<file path="config.mk">
export PLATFORM = sky130hd
export DESIGN_NAME = mstx_core
export DESIGN_NICKNAME = d
export VERILOG_FILES = /design/src/rtl/mstx_core.v /design/src/rtl/mstx_logic_unit.v
export VERILOG_INCLUDE_DIRS = /design/src /design/src/inc
export SDC_FILE = /design/constraint.sdc
export NUM_CORES = 2
export LEC_CHECK = 0
export ABC_AREA = 0
export BUFFER_PORTS_ARGS = -buffer_cell sky130_fd_sc_hd__buf_2
export CORE_MARGIN = 2
export CORE_UTILIZATION = 35
export DETAILED_ROUTE_END_ITERATION = 8
export SLEW_MARGIN = 40
export SYNTH_ARGS = -nofsm -noshare
export SYNTH_HDL_FRONTEND = slang
export SYNTH_SLANG_ARGS = --single-unit
</file>
<file path="constraint.sdc">
create_clock -name core_clk -period 17.7 [get_ports core_clk]
set_clock_uncertainty 0.15 [all_clocks]
set_input_delay 0.885 -clock core_clk [delete_from_list [all_inputs] [get_ports core_clk]]
set_output_delay 0.885 -clock core_clk [all_outputs]
set_load 0.03 [all_outputs]
</file>
<file path="src/inc/mstx_regs.vh">
// Constants for the skip, table-read and exclusive-OR execution unit
`ifndef MSTX_REGS_VH
`define MSTX_REGS_VH

// ****************************************
// Widths
// ****************************************
`define MSTX_DW          8
`define MSTX_PW          16
`define MSTX_PAW         12
`define MSTX_PAGE_W      4
`define MSTX_RAW         9
`define MSTX_OPW         4

// ****************************************
// Register offsets (software port)
// ****************************************
`define MSTX_OFS_ACC     9'h000
`define MSTX_OFS_TPTR_LO 9'h001
`define MSTX_OFS_TPTR_HI 9'h002
`define MSTX_OFS_TLATCH  9'h003
`define MSTX_OFS_STATUS  9'h004
`define MSTX_RAM_SEL_BIT 8

// ****************************************
// Status fields and reset values
// ****************************************
`define MSTX_ST_ZERO_BIT 0
`define MSTX_ST_BUSY_BIT 1
`define MSTX_RST_BYTE    8'h00
`define MSTX_RST_PADDR   12'h000
`define MSTX_LAST_PAGE   4'hf

// ****************************************
// Operation codes
// ****************************************
`define MSTX_OP_NSWAP    4'h0
`define MSTX_OP_SKZ      4'h1
`define MSTX_OP_CPSKZ    4'h2
`define MSTX_OP_SZBIT    4'h3
`define MSTX_OP_TRD_S    4'h4
`define MSTX_OP_TRD_C    4'h5
`define MSTX_OP_TRD_L    4'h6
`define MSTX_OP_XOR_A    4'h7
`define MSTX_OP_XOR_M    4'h8
`define MSTX_OP_XOR_I    4'h9

// ****************************************
// Timing counts in core cycles
// ****************************************
`define MSTX_SKIP_CYCLES 2
`define MSTX_PROG_LAT    1

`endif

</file>
<file path="src/rtl/mstx_core.v">
// Execution unit for nibble swap, skip tests, table reads and exclusive-OR
//
// The strobed register port and the address map are this design's own decisions.
`timescale 1ns/10ps
`include "mstx_regs.vh"

// How it works
// - Swap addressed byte nibbles into accumulator
// - Skip next when byte is zero
// - Copy byte to accumulator, skip if zero
// - Skip next when selected bit clear
// - Untaken skip adds no dummy cycle
// - Table read at high:low pointer address
// - Table read in current page
// - Table read in last page
// - Accumulator gets accumulator xor byte
// - Byte gets accumulator xor byte
// - Accumulator gets accumulator xor immediate
module mstx_core (
  // Clock and reset
  input  wire                    core_clk,
  input  wire                    sys_rst,
  // Operation request from the decoder
  input  wire                    op_valid,
  input  wire [`MSTX_OPW-1:0]    op_code,
  input  wire [7:0]              op_addr,
  input  wire [2:0]              op_bit,
  input  wire [`MSTX_DW-1:0]     op_imm,
  output wire                    op_ready,
  // Completion toward the sequencer
  output wire                    exec_done,
  output wire                    skip_next,
  // Page of the executing instruction
  input  wire [`MSTX_PAGE_W-1:0] pc_page,
  // Program memory read port
  output wire [`MSTX_PAW-1:0]    prog_addr,
  output wire                    prog_rd,
  input  wire [`MSTX_PW-1:0]     prog_data,
  // Software register port
  input  wire [`MSTX_RAW-1:0]    reg_addr,
  input  wire [`MSTX_DW-1:0]     reg_wdata,
  input  wire                    reg_wr,
  input  wire                    reg_rd,
  output wire [`MSTX_DW-1:0]     reg_rdata,
  // Architectural state views
  output wire [`MSTX_DW-1:0]     accumulator,
  output wire                    zero_flag
);

  // ****************************************
  // States
  // ****************************************
  localparam [1:0] ST_IDLE  = 2'b00;
  localparam [1:0] ST_DUMMY = 2'b01;
  localparam [1:0] ST_FETCH = 2'b10;
  localparam [1:0] ST_CAPT  = 2'b11;

  // ****************************************
  // Decode helpers
  // ****************************************
  // Operations that may insert the dummy cycle
  function is_skip_op;
    input [`MSTX_OPW-1:0] code;
    begin
      is_skip_op = (code == `MSTX_OP_SKZ) || (code == `MSTX_OP_CPSKZ) ||
                   (code == `MSTX_OP_SZBIT);
    end
  endfunction

  // Operations that read program memory
  function is_table_op;
    input [`MSTX_OPW-1:0] code;
    begin
      is_table_op = (code == `MSTX_OP_TRD_S) || (code == `MSTX_OP_TRD_C) ||
                    (code == `MSTX_OP_TRD_L);
    end
  endfunction

  // ****************************************
  // Storage
  // ****************************************
  reg  [`MSTX_DW-1:0]  data_mem [0:255];
  reg  [1:0]           state_r;
  reg  [1:0]           state_nxt;
  reg  [`MSTX_DW-1:0]  acc_r;
  reg  [`MSTX_DW-1:0]  acc_nxt;
  reg                  zf_r;
  reg                  zf_nxt;
  reg  [`MSTX_DW-1:0]  tptr_lo_r;
  reg  [`MSTX_DW-1:0]  tptr_lo_nxt;
  reg  [`MSTX_DW-1:0]  tptr_hi_r;
  reg  [`MSTX_DW-1:0]  tptr_hi_nxt;
  reg  [`MSTX_DW-1:0]  tlatch_r;
  reg  [`MSTX_DW-1:0]  tlatch_nxt;
  reg  [7:0]           dst_r;
  reg  [7:0]           dst_nxt;
  reg  [`MSTX_PAW-1:0] paddr_r;
  reg  [`MSTX_PAW-1:0] paddr_nxt;
  reg                  prd_r;
  reg                  prd_nxt;
  reg                  done_r;
  reg                  done_nxt;
  reg                  skip_r;
  reg                  skip_nxt;
  reg  [`MSTX_DW-1:0]  rdata_r;
  reg                  mem_we;
  reg  [7:0]           mem_wa;
  reg  [`MSTX_DW-1:0]  mem_wd;

  wire [`MSTX_DW-1:0]  mem_rd;
  wire [`MSTX_DW-1:0]  swap_res;
  wire [`MSTX_DW-1:0]  xor_mem_res;
  wire [`MSTX_DW-1:0]  xor_imm_res;
  wire                 mem_zero;
  wire                 xor_mem_zero;
  wire                 xor_imm_zero;
  wire                 bit_clear;
  wire                 take;
  wire                 sw_ram;
  wire [`MSTX_PAGE_W-1:0] tbl_page;

  // ****************************************
  // Operand fetch and byte operations
  // ****************************************
  // Addressed byte is read combinationally in the issue cycle
  assign mem_rd = data_mem[op_addr];
  assign take   = op_valid && (state_r == ST_IDLE);
  assign sw_ram = reg_addr[`MSTX_RAM_SEL_BIT];
  assign tbl_page = (op_code == `MSTX_OP_TRD_S) ? tptr_hi_r[`MSTX_PAGE_W-1:0] :
                    (op_code == `MSTX_OP_TRD_C) ? pc_page : `MSTX_LAST_PAGE;

  mstx_logic_unit u_logic (
    .acc          (acc_r),
    .mem          (mem_rd),
    .imm          (op_imm),
    .bit_sel      (op_bit),
    .swap_res     (swap_res),
    .xor_mem_res  (xor_mem_res),
    .xor_imm_res  (xor_imm_res),
    .mem_zero     (mem_zero),
    .xor_mem_zero (xor_mem_zero),
    .xor_imm_zero (xor_imm_zero),
    .bit_clear    (bit_clear)
  );

  // ****************************************
  // Next-state and datapath decisions
  // ****************************************
  // Software writes come first so an executing operation overrides them
  always @* begin
    state_nxt = state_r;
    acc_nxt   = acc_r;
    zf_nxt    = zf_r;
    tptr_lo_nxt = tptr_lo_r;
    tptr_hi_nxt = tptr_hi_r;
    tlatch_nxt  = tlatch_r;
    dst_nxt   = dst_r;
    paddr_nxt = paddr_r;
    prd_nxt   = 1'b0;
    done_nxt  = 1'b0;
    skip_nxt  = 1'b0;
    mem_we    = 1'b0;
    mem_wa    = reg_addr[7:0];
    mem_wd    = reg_wdata;

    // Software access to the architectural registers
    if (reg_wr) begin
      if (sw_ram) begin
        mem_we = 1'b1;
      end else begin
        case (reg_addr)
          `MSTX_OFS_ACC:    acc_nxt  = reg_wdata;
          `MSTX_OFS_TPTR_LO: tptr_lo_nxt = reg_wdata;
          `MSTX_OFS_TPTR_HI: tptr_hi_nxt = reg_wdata;
          `MSTX_OFS_TLATCH:  tlatch_nxt  = reg_wdata;
          `MSTX_OFS_STATUS: zf_nxt   = reg_wdata[`MSTX_ST_ZERO_BIT];
          default:          acc_nxt  = acc_r;
        endcase
      end
    end

    case (state_r)
      ST_IDLE: begin
        if (take) begin
          case (op_code)
            `MSTX_OP_NSWAP: begin
              acc_nxt  = swap_res;
              done_nxt = 1'b1;
            end
            `MSTX_OP_SKZ: begin
              if (mem_zero) begin
                state_nxt = ST_DUMMY;
                skip_nxt  = 1'b1;
              end else begin
                done_nxt  = 1'b1;
              end
            end
            `MSTX_OP_CPSKZ: begin
              acc_nxt = mem_rd;
              if (mem_zero) begin
                state_nxt = ST_DUMMY;
                skip_nxt  = 1'b1;
              end else begin
                done_nxt  = 1'b1;
              end
            end
            `MSTX_OP_SZBIT: begin
              if (bit_clear) begin
                state_nxt = ST_DUMMY;
                skip_nxt  = 1'b1;
              end else begin
                done_nxt  = 1'b1;
              end
            end
            `MSTX_OP_TRD_S, `MSTX_OP_TRD_C, `MSTX_OP_TRD_L: begin
              paddr_nxt = {tbl_page, tptr_lo_r};
              prd_nxt   = 1'b1;
              dst_nxt   = op_addr;
              state_nxt = ST_FETCH;
            end
            `MSTX_OP_XOR_A: begin
              acc_nxt  = xor_mem_res;
              zf_nxt   = xor_mem_zero;
              done_nxt = 1'b1;
            end
            `MSTX_OP_XOR_M: begin
              mem_we   = 1'b1;
              mem_wa   = op_addr;
              mem_wd   = xor_mem_res;
              acc_nxt  = acc_r;
              zf_nxt   = xor_mem_zero;
              done_nxt = 1'b1;
            end
            `MSTX_OP_XOR_I: begin
              acc_nxt  = xor_imm_res;
              zf_nxt   = xor_imm_zero;
              done_nxt = 1'b1;
            end
            // Unknown codes retire with no effect so the sequencer never hangs
            default: begin
              done_nxt = 1'b1;
            end
          endcase
        end
      end

      // dummy cycle while next is fetched
      ST_DUMMY: begin
        state_nxt = ST_IDLE;
        done_nxt  = 1'b1;
      end

      // Program word is presented one cycle after the read strobe
      ST_FETCH: begin
        state_nxt = ST_CAPT;
      end

      // low byte to data, high to latch
      ST_CAPT: begin
        mem_we    = 1'b1;
        mem_wa    = dst_r;
        mem_wd    = prog_data[7:0];
        tlatch_nxt = prog_data[15:8];
        done_nxt  = 1'b1;
        state_nxt = ST_IDLE;
      end

      default: begin
        state_nxt = ST_IDLE;
      end
    endcase
  end

  // ****************************************
  // Architectural and control registers
  // ****************************************
  // Synchronous reset of every control flop
  always @(posedge core_clk) begin
    if (sys_rst) begin
      state_r <= ST_IDLE;
      acc_r   <= `MSTX_RST_BYTE;
      zf_r    <= 1'b0;
      tptr_lo_r <= `MSTX_RST_BYTE;
      tptr_hi_r <= `MSTX_RST_BYTE;
      tlatch_r  <= `MSTX_RST_BYTE;
      dst_r   <= 8'h00;
      paddr_r <= `MSTX_RST_PADDR;
      prd_r   <= 1'b0;
      done_r  <= 1'b0;
      skip_r  <= 1'b0;
    end else begin
      state_r <= state_nxt;
      acc_r   <= acc_nxt;
      zf_r    <= zf_nxt;
      tptr_lo_r <= tptr_lo_nxt;
      tptr_hi_r <= tptr_hi_nxt;
      tlatch_r  <= tlatch_nxt;
      dst_r   <= dst_nxt;
      paddr_r <= paddr_nxt;
      prd_r   <= prd_nxt;
      done_r  <= done_nxt;
      skip_r  <= skip_nxt;
    end
  end

  // ****************************************
  // Data memory
  // ****************************************
  // Contents are not reset; software must initialise what it reads
  always @(posedge core_clk) begin
    if (mem_we) begin
      data_mem[mem_wa] <= mem_wd;
    end
  end

  // ****************************************
  // Software read port
  // ****************************************
  // Data stand in the cycle after the strobe; unmapped reads give zero
  always @(posedge core_clk) begin
    if (sys_rst) begin
      rdata_r <= 8'h00;
    end else if (reg_rd) begin
      if (sw_ram) begin
        rdata_r <= data_mem[reg_addr[7:0]];
      end else begin
        case (reg_addr)
          `MSTX_OFS_ACC:    rdata_r <= acc_r;
          `MSTX_OFS_TPTR_LO: rdata_r <= tptr_lo_r;
          `MSTX_OFS_TPTR_HI: rdata_r <= tptr_hi_r;
          `MSTX_OFS_TLATCH:  rdata_r <= tlatch_r;
          `MSTX_OFS_STATUS: rdata_r <= {6'h00, (state_r != ST_IDLE), zf_r};
          default:          rdata_r <= 8'h00;
        endcase
      end
    end else begin
      rdata_r <= 8'h00;
    end
  end

  // ****************************************
  // Outputs
  // ****************************************
  // Ready is combinational so a new op may follow in the done cycle
  assign op_ready    = (state_r == ST_IDLE);
  assign exec_done   = done_r;
  assign skip_next   = skip_r;
  assign prog_addr   = paddr_r;
  assign prog_rd     = prd_r;
  assign reg_rdata   = rdata_r;
  assign accumulator = acc_r;
  assign zero_flag   = zf_r;

endmodule // mstx_core

</file>
<file path="src/rtl/mstx_logic_unit.v">
// Combinational byte operations: nibble swap, exclusive-OR, zero and bit tests
`timescale 1ns/10ps
`include "mstx_regs.vh"

module mstx_logic_unit (
  // Operands
  input  wire [`MSTX_DW-1:0] acc,
  input  wire [`MSTX_DW-1:0] mem,
  input  wire [`MSTX_DW-1:0] imm,
  input  wire [2:0]          bit_sel,
  // Results
  output wire [`MSTX_DW-1:0] swap_res,
  output wire [`MSTX_DW-1:0] xor_mem_res,
  output wire [`MSTX_DW-1:0] xor_imm_res,
  output wire                mem_zero,
  output wire                xor_mem_zero,
  output wire                xor_imm_zero,
  output wire                bit_clear
);

  genvar i;

  // ****************************************
  // Nibble swap
  // ****************************************
  // high nibble to low
  generate
    for (i = 0; i < 4; i = i + 1) begin : g_swap
      assign swap_res[i]     = mem[i+4];
      assign swap_res[i+4]   = mem[i];
    end
  endgenerate

  assign xor_mem_res  = acc ^ mem;
  assign xor_imm_res  = acc ^ imm;

  assign xor_mem_zero = (xor_mem_res == 8'h00);
  assign xor_imm_zero = (xor_imm_res == 8'h00);

  assign mem_zero     = (mem == 8'h00);
  assign bit_clear    = ~mem[bit_sel];

endmodule // mstx_logic_unit

</file>
==> results.cfg <==
[worst_setup_path]
cp.buffers_inverters = 7
worstRegToRegCells = 12
reg2reg_to = data_mem[13][6]$_DFFE_PP_
timing.critical_path.to_type = flop
r2r-start = state_r[0]$_SDFFE_PP0P_
critical_path_required_ps = 18100
critical_path_peak_fanout = 115
kind_of_cell_with_the_highest_combined_delay_on_the_critical_path = buffers and inverters
r2r_setup_slack_ps = 11680
cp_slowest_cell = buf_4
slowest_delay_ps = 700
worstPathCellList = buf_8, buf_4, buf_4, buf_6, mux4_2, a22o_1, a31oi_1, o2111ai_1, o22ai_2, nor3_4, xor2_1, a22oi_1, o21ai_4, buf_4, buf_6, buf_6
worst-setup-path-type = input port to flop
worst_path_arrival_time_ps = 7700
worst_setup_path_start_kind = input port

[timing]
timing_max_transition_violations_final = 0
finalHoldViolCount = 0
slew-limit-headroom_pct = 31.1
grt_setup_unrepaired = no
period_minus_slack_ps = 7310
worst_slew_pin_slew_ps = 1030
timing.final.crit_share_pct = 41.3
timing.final.setup_violations = 0
fmax_ghz = 0.137
tns_ps = 0

[floorplan]
chipWidth_microns = 539
floorplan.die_area_sq_mm = 0.291
core_region_area_sq_mm = 0.285
number_of_i_o_pins = 98
starting_utilization_of_the_core_area_pct = 35.2
die-height_microns = 539
rows = 196

[synth]
yosysUniqueCellTypes = 87
syn_area_per_cell_sq_um = 19.2
synth_async_sr_flop_share_pct = 0
post_synth_inst_count = 5224
prevailing_post_synth_register_cell = edfxtp_1
yosys_warnings = 0
syn-cell-area_sq_mm = 0.100
synth-edff-count = 2048
synth-xor-area-share_pct = 0.140
yosys_register_bits = 2114
synth_simple_gate_area_share_pct = 3.48
synth_compound_area_share_pct = 3.50
muxShareOfSynthArea_pct = 27.5
synth_top_family_by_area = multiplexers
synth_adder_area_share_pct = 0.0499
yosysSeqAreaShare_pct = 62.6
syn-num-nets = 5293

[detailed_routing]
wl_met2_mm = 156
routed_via_density = 6.31
vias = 58300
dr.max_layer_used = met5
met3_wl_mm = 35.2
drc_viols = 0
post_drt_wl_per_cell_microns = 36.1
first_iter_violations = 8408
drt-pass1-iter-count = 6
finalWirelength_mm = 334
post_route_m1_wl_mm = 126
postRouteAntennaNets = 0

[grt]
grt_pass1_vias = 57500
grt_start_max_net_pins = 190
grt_overflow = 0
initial_antenna_violation_count = 25
global_route_wire_length_before_repair_mm = 464
global_route.usage.total_pct = 22.5

[placement]
dpl-instance-area_sq_mm = 0.105
numPortBuffers = 97
gpl.final_weighted_congestion = 0.932
hpwlAfterDp_mm = 220

[min_path]
worstHoldStart = prog_data[10]
timing.hold.worst_path_depth = 3
whs_endpoint = tlatch_r[2]$_SDFFE_PP0P_
min-delay-path-class = input port to flop

[pwr]
power.ir.vdd_worst_mv = 0.113
total_power_mw = 12.5
power.static_leakage_nw = 34.7
power.density_mw_per_mm2 = 111

[cts]
clock-sinks = 2114
cts-resized-gates = 0
tritoncts.num_buffers = 214
clock_tree.root_cell = clkbuf_16
cts.hold.buffers_added = 0
clock_tree.htree_level_count = 4
cts_post_setup_buffers_inserted = 0
cts_tree = done
clk_pin_slew_ps = 60
insertion_delay_ps = 890
cts_max_path_buffers = 3

[run]
max_cap_violations = 0

[outcome]
status = finished clean

[final_layout]
design.final.nets = 5363
layout_cell_share_with_drive_strength_beyond_1_pct = 35.2
fin_area_sq_mm = 0.113
synthToLayoutAreaGrowth_pct = 12.2
-- worst register-to-register path: stages (launching register included) --
cell      delay (ps)
dfxtp_1          330
inv_1            100
ha_1             430
nand2_1          310
or2_2            470
a21o_1           450
nand2_1          190
o21ai_0          280
nand2b_1         300
nor2_2           780
nand2_1          730
nor2_1           910
buf_4            290
-- metal layers --
| layer | global-route usage (%) | up-vias |
|---|---|---|
| li1 | - | 22500 |
| met1 | 29.6 | 31300 |
| met2 | 35.3 | 3704 |
| met3 | 5.75 | 724 |
| met4 | 10.0 | 24 |
| met5 | 0 | - |
-- final cells by class --
class,instances,area (sq um)
multi-input combinational,2684,35700
antenna,6,15.0
timing repair buffer,271,2350
clock buffer,278,5710
tap,3762,4710
fill,25300,173000
clock inverter,113,1230
sequential,2114,62800
inverter,9,33.8
-- through the flow --
step                      util (%)  hold WS (ps)  std cells  setup slack (ps)
after floorplan                  -           279       5224              2250
after global placement        36.6           287       8819              8300
after detailed placement      36.9           296       8830              8990
after CTS                     39.4          71.5       9221              9900
after global routing          39.5           124       9232              9970
final                         39.5           119       9237             10390
-- cells in the final DEF (no fill, tap or decap), types with 72 or more instances in the layout --
cell / count
nand3_1: 72
buf_2: 87
edfxtp_1: 2048
nor2_2: 227
buf_4: 132
nand2_1: 167
clkbuf_16: 216
a21oi_1: 118
nor2_1: 118
mux4_2: 1037
a22oi_1: 191
mux2i_1: 286
-- synthesized netlist by cell type (23+ instances only) --
library cell  count  share of area, %
nand2_1         188              0.70
mux4_2         1037                23
mux2i_1         286               2.9
nor2b_1          23              0.14
buf_1            36              0.13
buf_2            84              0.42
buf_6            43              0.48
nor2_1          345               1.3
a22oi_1         191               1.4
nand3_1          74              0.37
a22o_1           26              0.23
mux4_1           45               1.2
clkbuf_1        163              0.61
a21oi_1         121              0.60
buf_4            57              0.43
dfxtp_1          66               1.3
edfxtp_1       2048                61
o21ai_0          54              0.27
-- sequential cells by signal, indices dropped and copies added (netlist names) --
name         cells
accumulator      8
data_mem      2048
dst_r            8
exec_done        1
prog_addr       12
prog_rd          1
reg_rdata        8
skip_next        1
state_r          2
tlatch_r         8
tptr_hi_r        8
tptr_lo_r        8
zero_flag        1
-- cells by family (layout without fill, tap and decap cells) --
family / count (synthesis) / count (layout)
DFF: 2114 / 2114
muxes: 1382 / 1382
and+or+nand+nor: 772 / 772
AOI/OAI and AO/OA: 510 / 510
buffers and inverters: 426 / 671
xor gates and xnor gates: 16 / 16
adders and majority gates: 4 / 4
other: 0 / 6
-- how the worst max path moves through the flow --
stage	startpoint	to	slack [ps]	cells after the start
floorplan	op_addr[0]	data_mem[0][4]$_DFFE_PP_	2250	14
global placement	op_addr[0]	data_mem[122][4]$_DFFE_PP_	8300	15
detailed placement	op_addr[0]	data_mem[73][5]$_DFFE_PP_	8990	15
CTS	op_addr[0]	data_mem[73][5]$_DFFE_PP_	9900	15
global route	op_addr[0]	data_mem[125][7]$_DFFE_PP_	9970	16
finish	op_addr[0]	data_mem[125][7]$_DFFE_PP_	10390	16
-- power by group --
| part | switching (mW) | total, mW | internal (mW) |
|---|---|---|---|
| combinational | 1.38 | 1.85 | 0.470 |
| clock | 1.98 | 4.56 | 2.58 |
| sequential | 0.0223 | 6.09 | 6.06 |
| total | 3.39 | 12.5 | 9.11 |
Power figures use the tool's default switching activity.
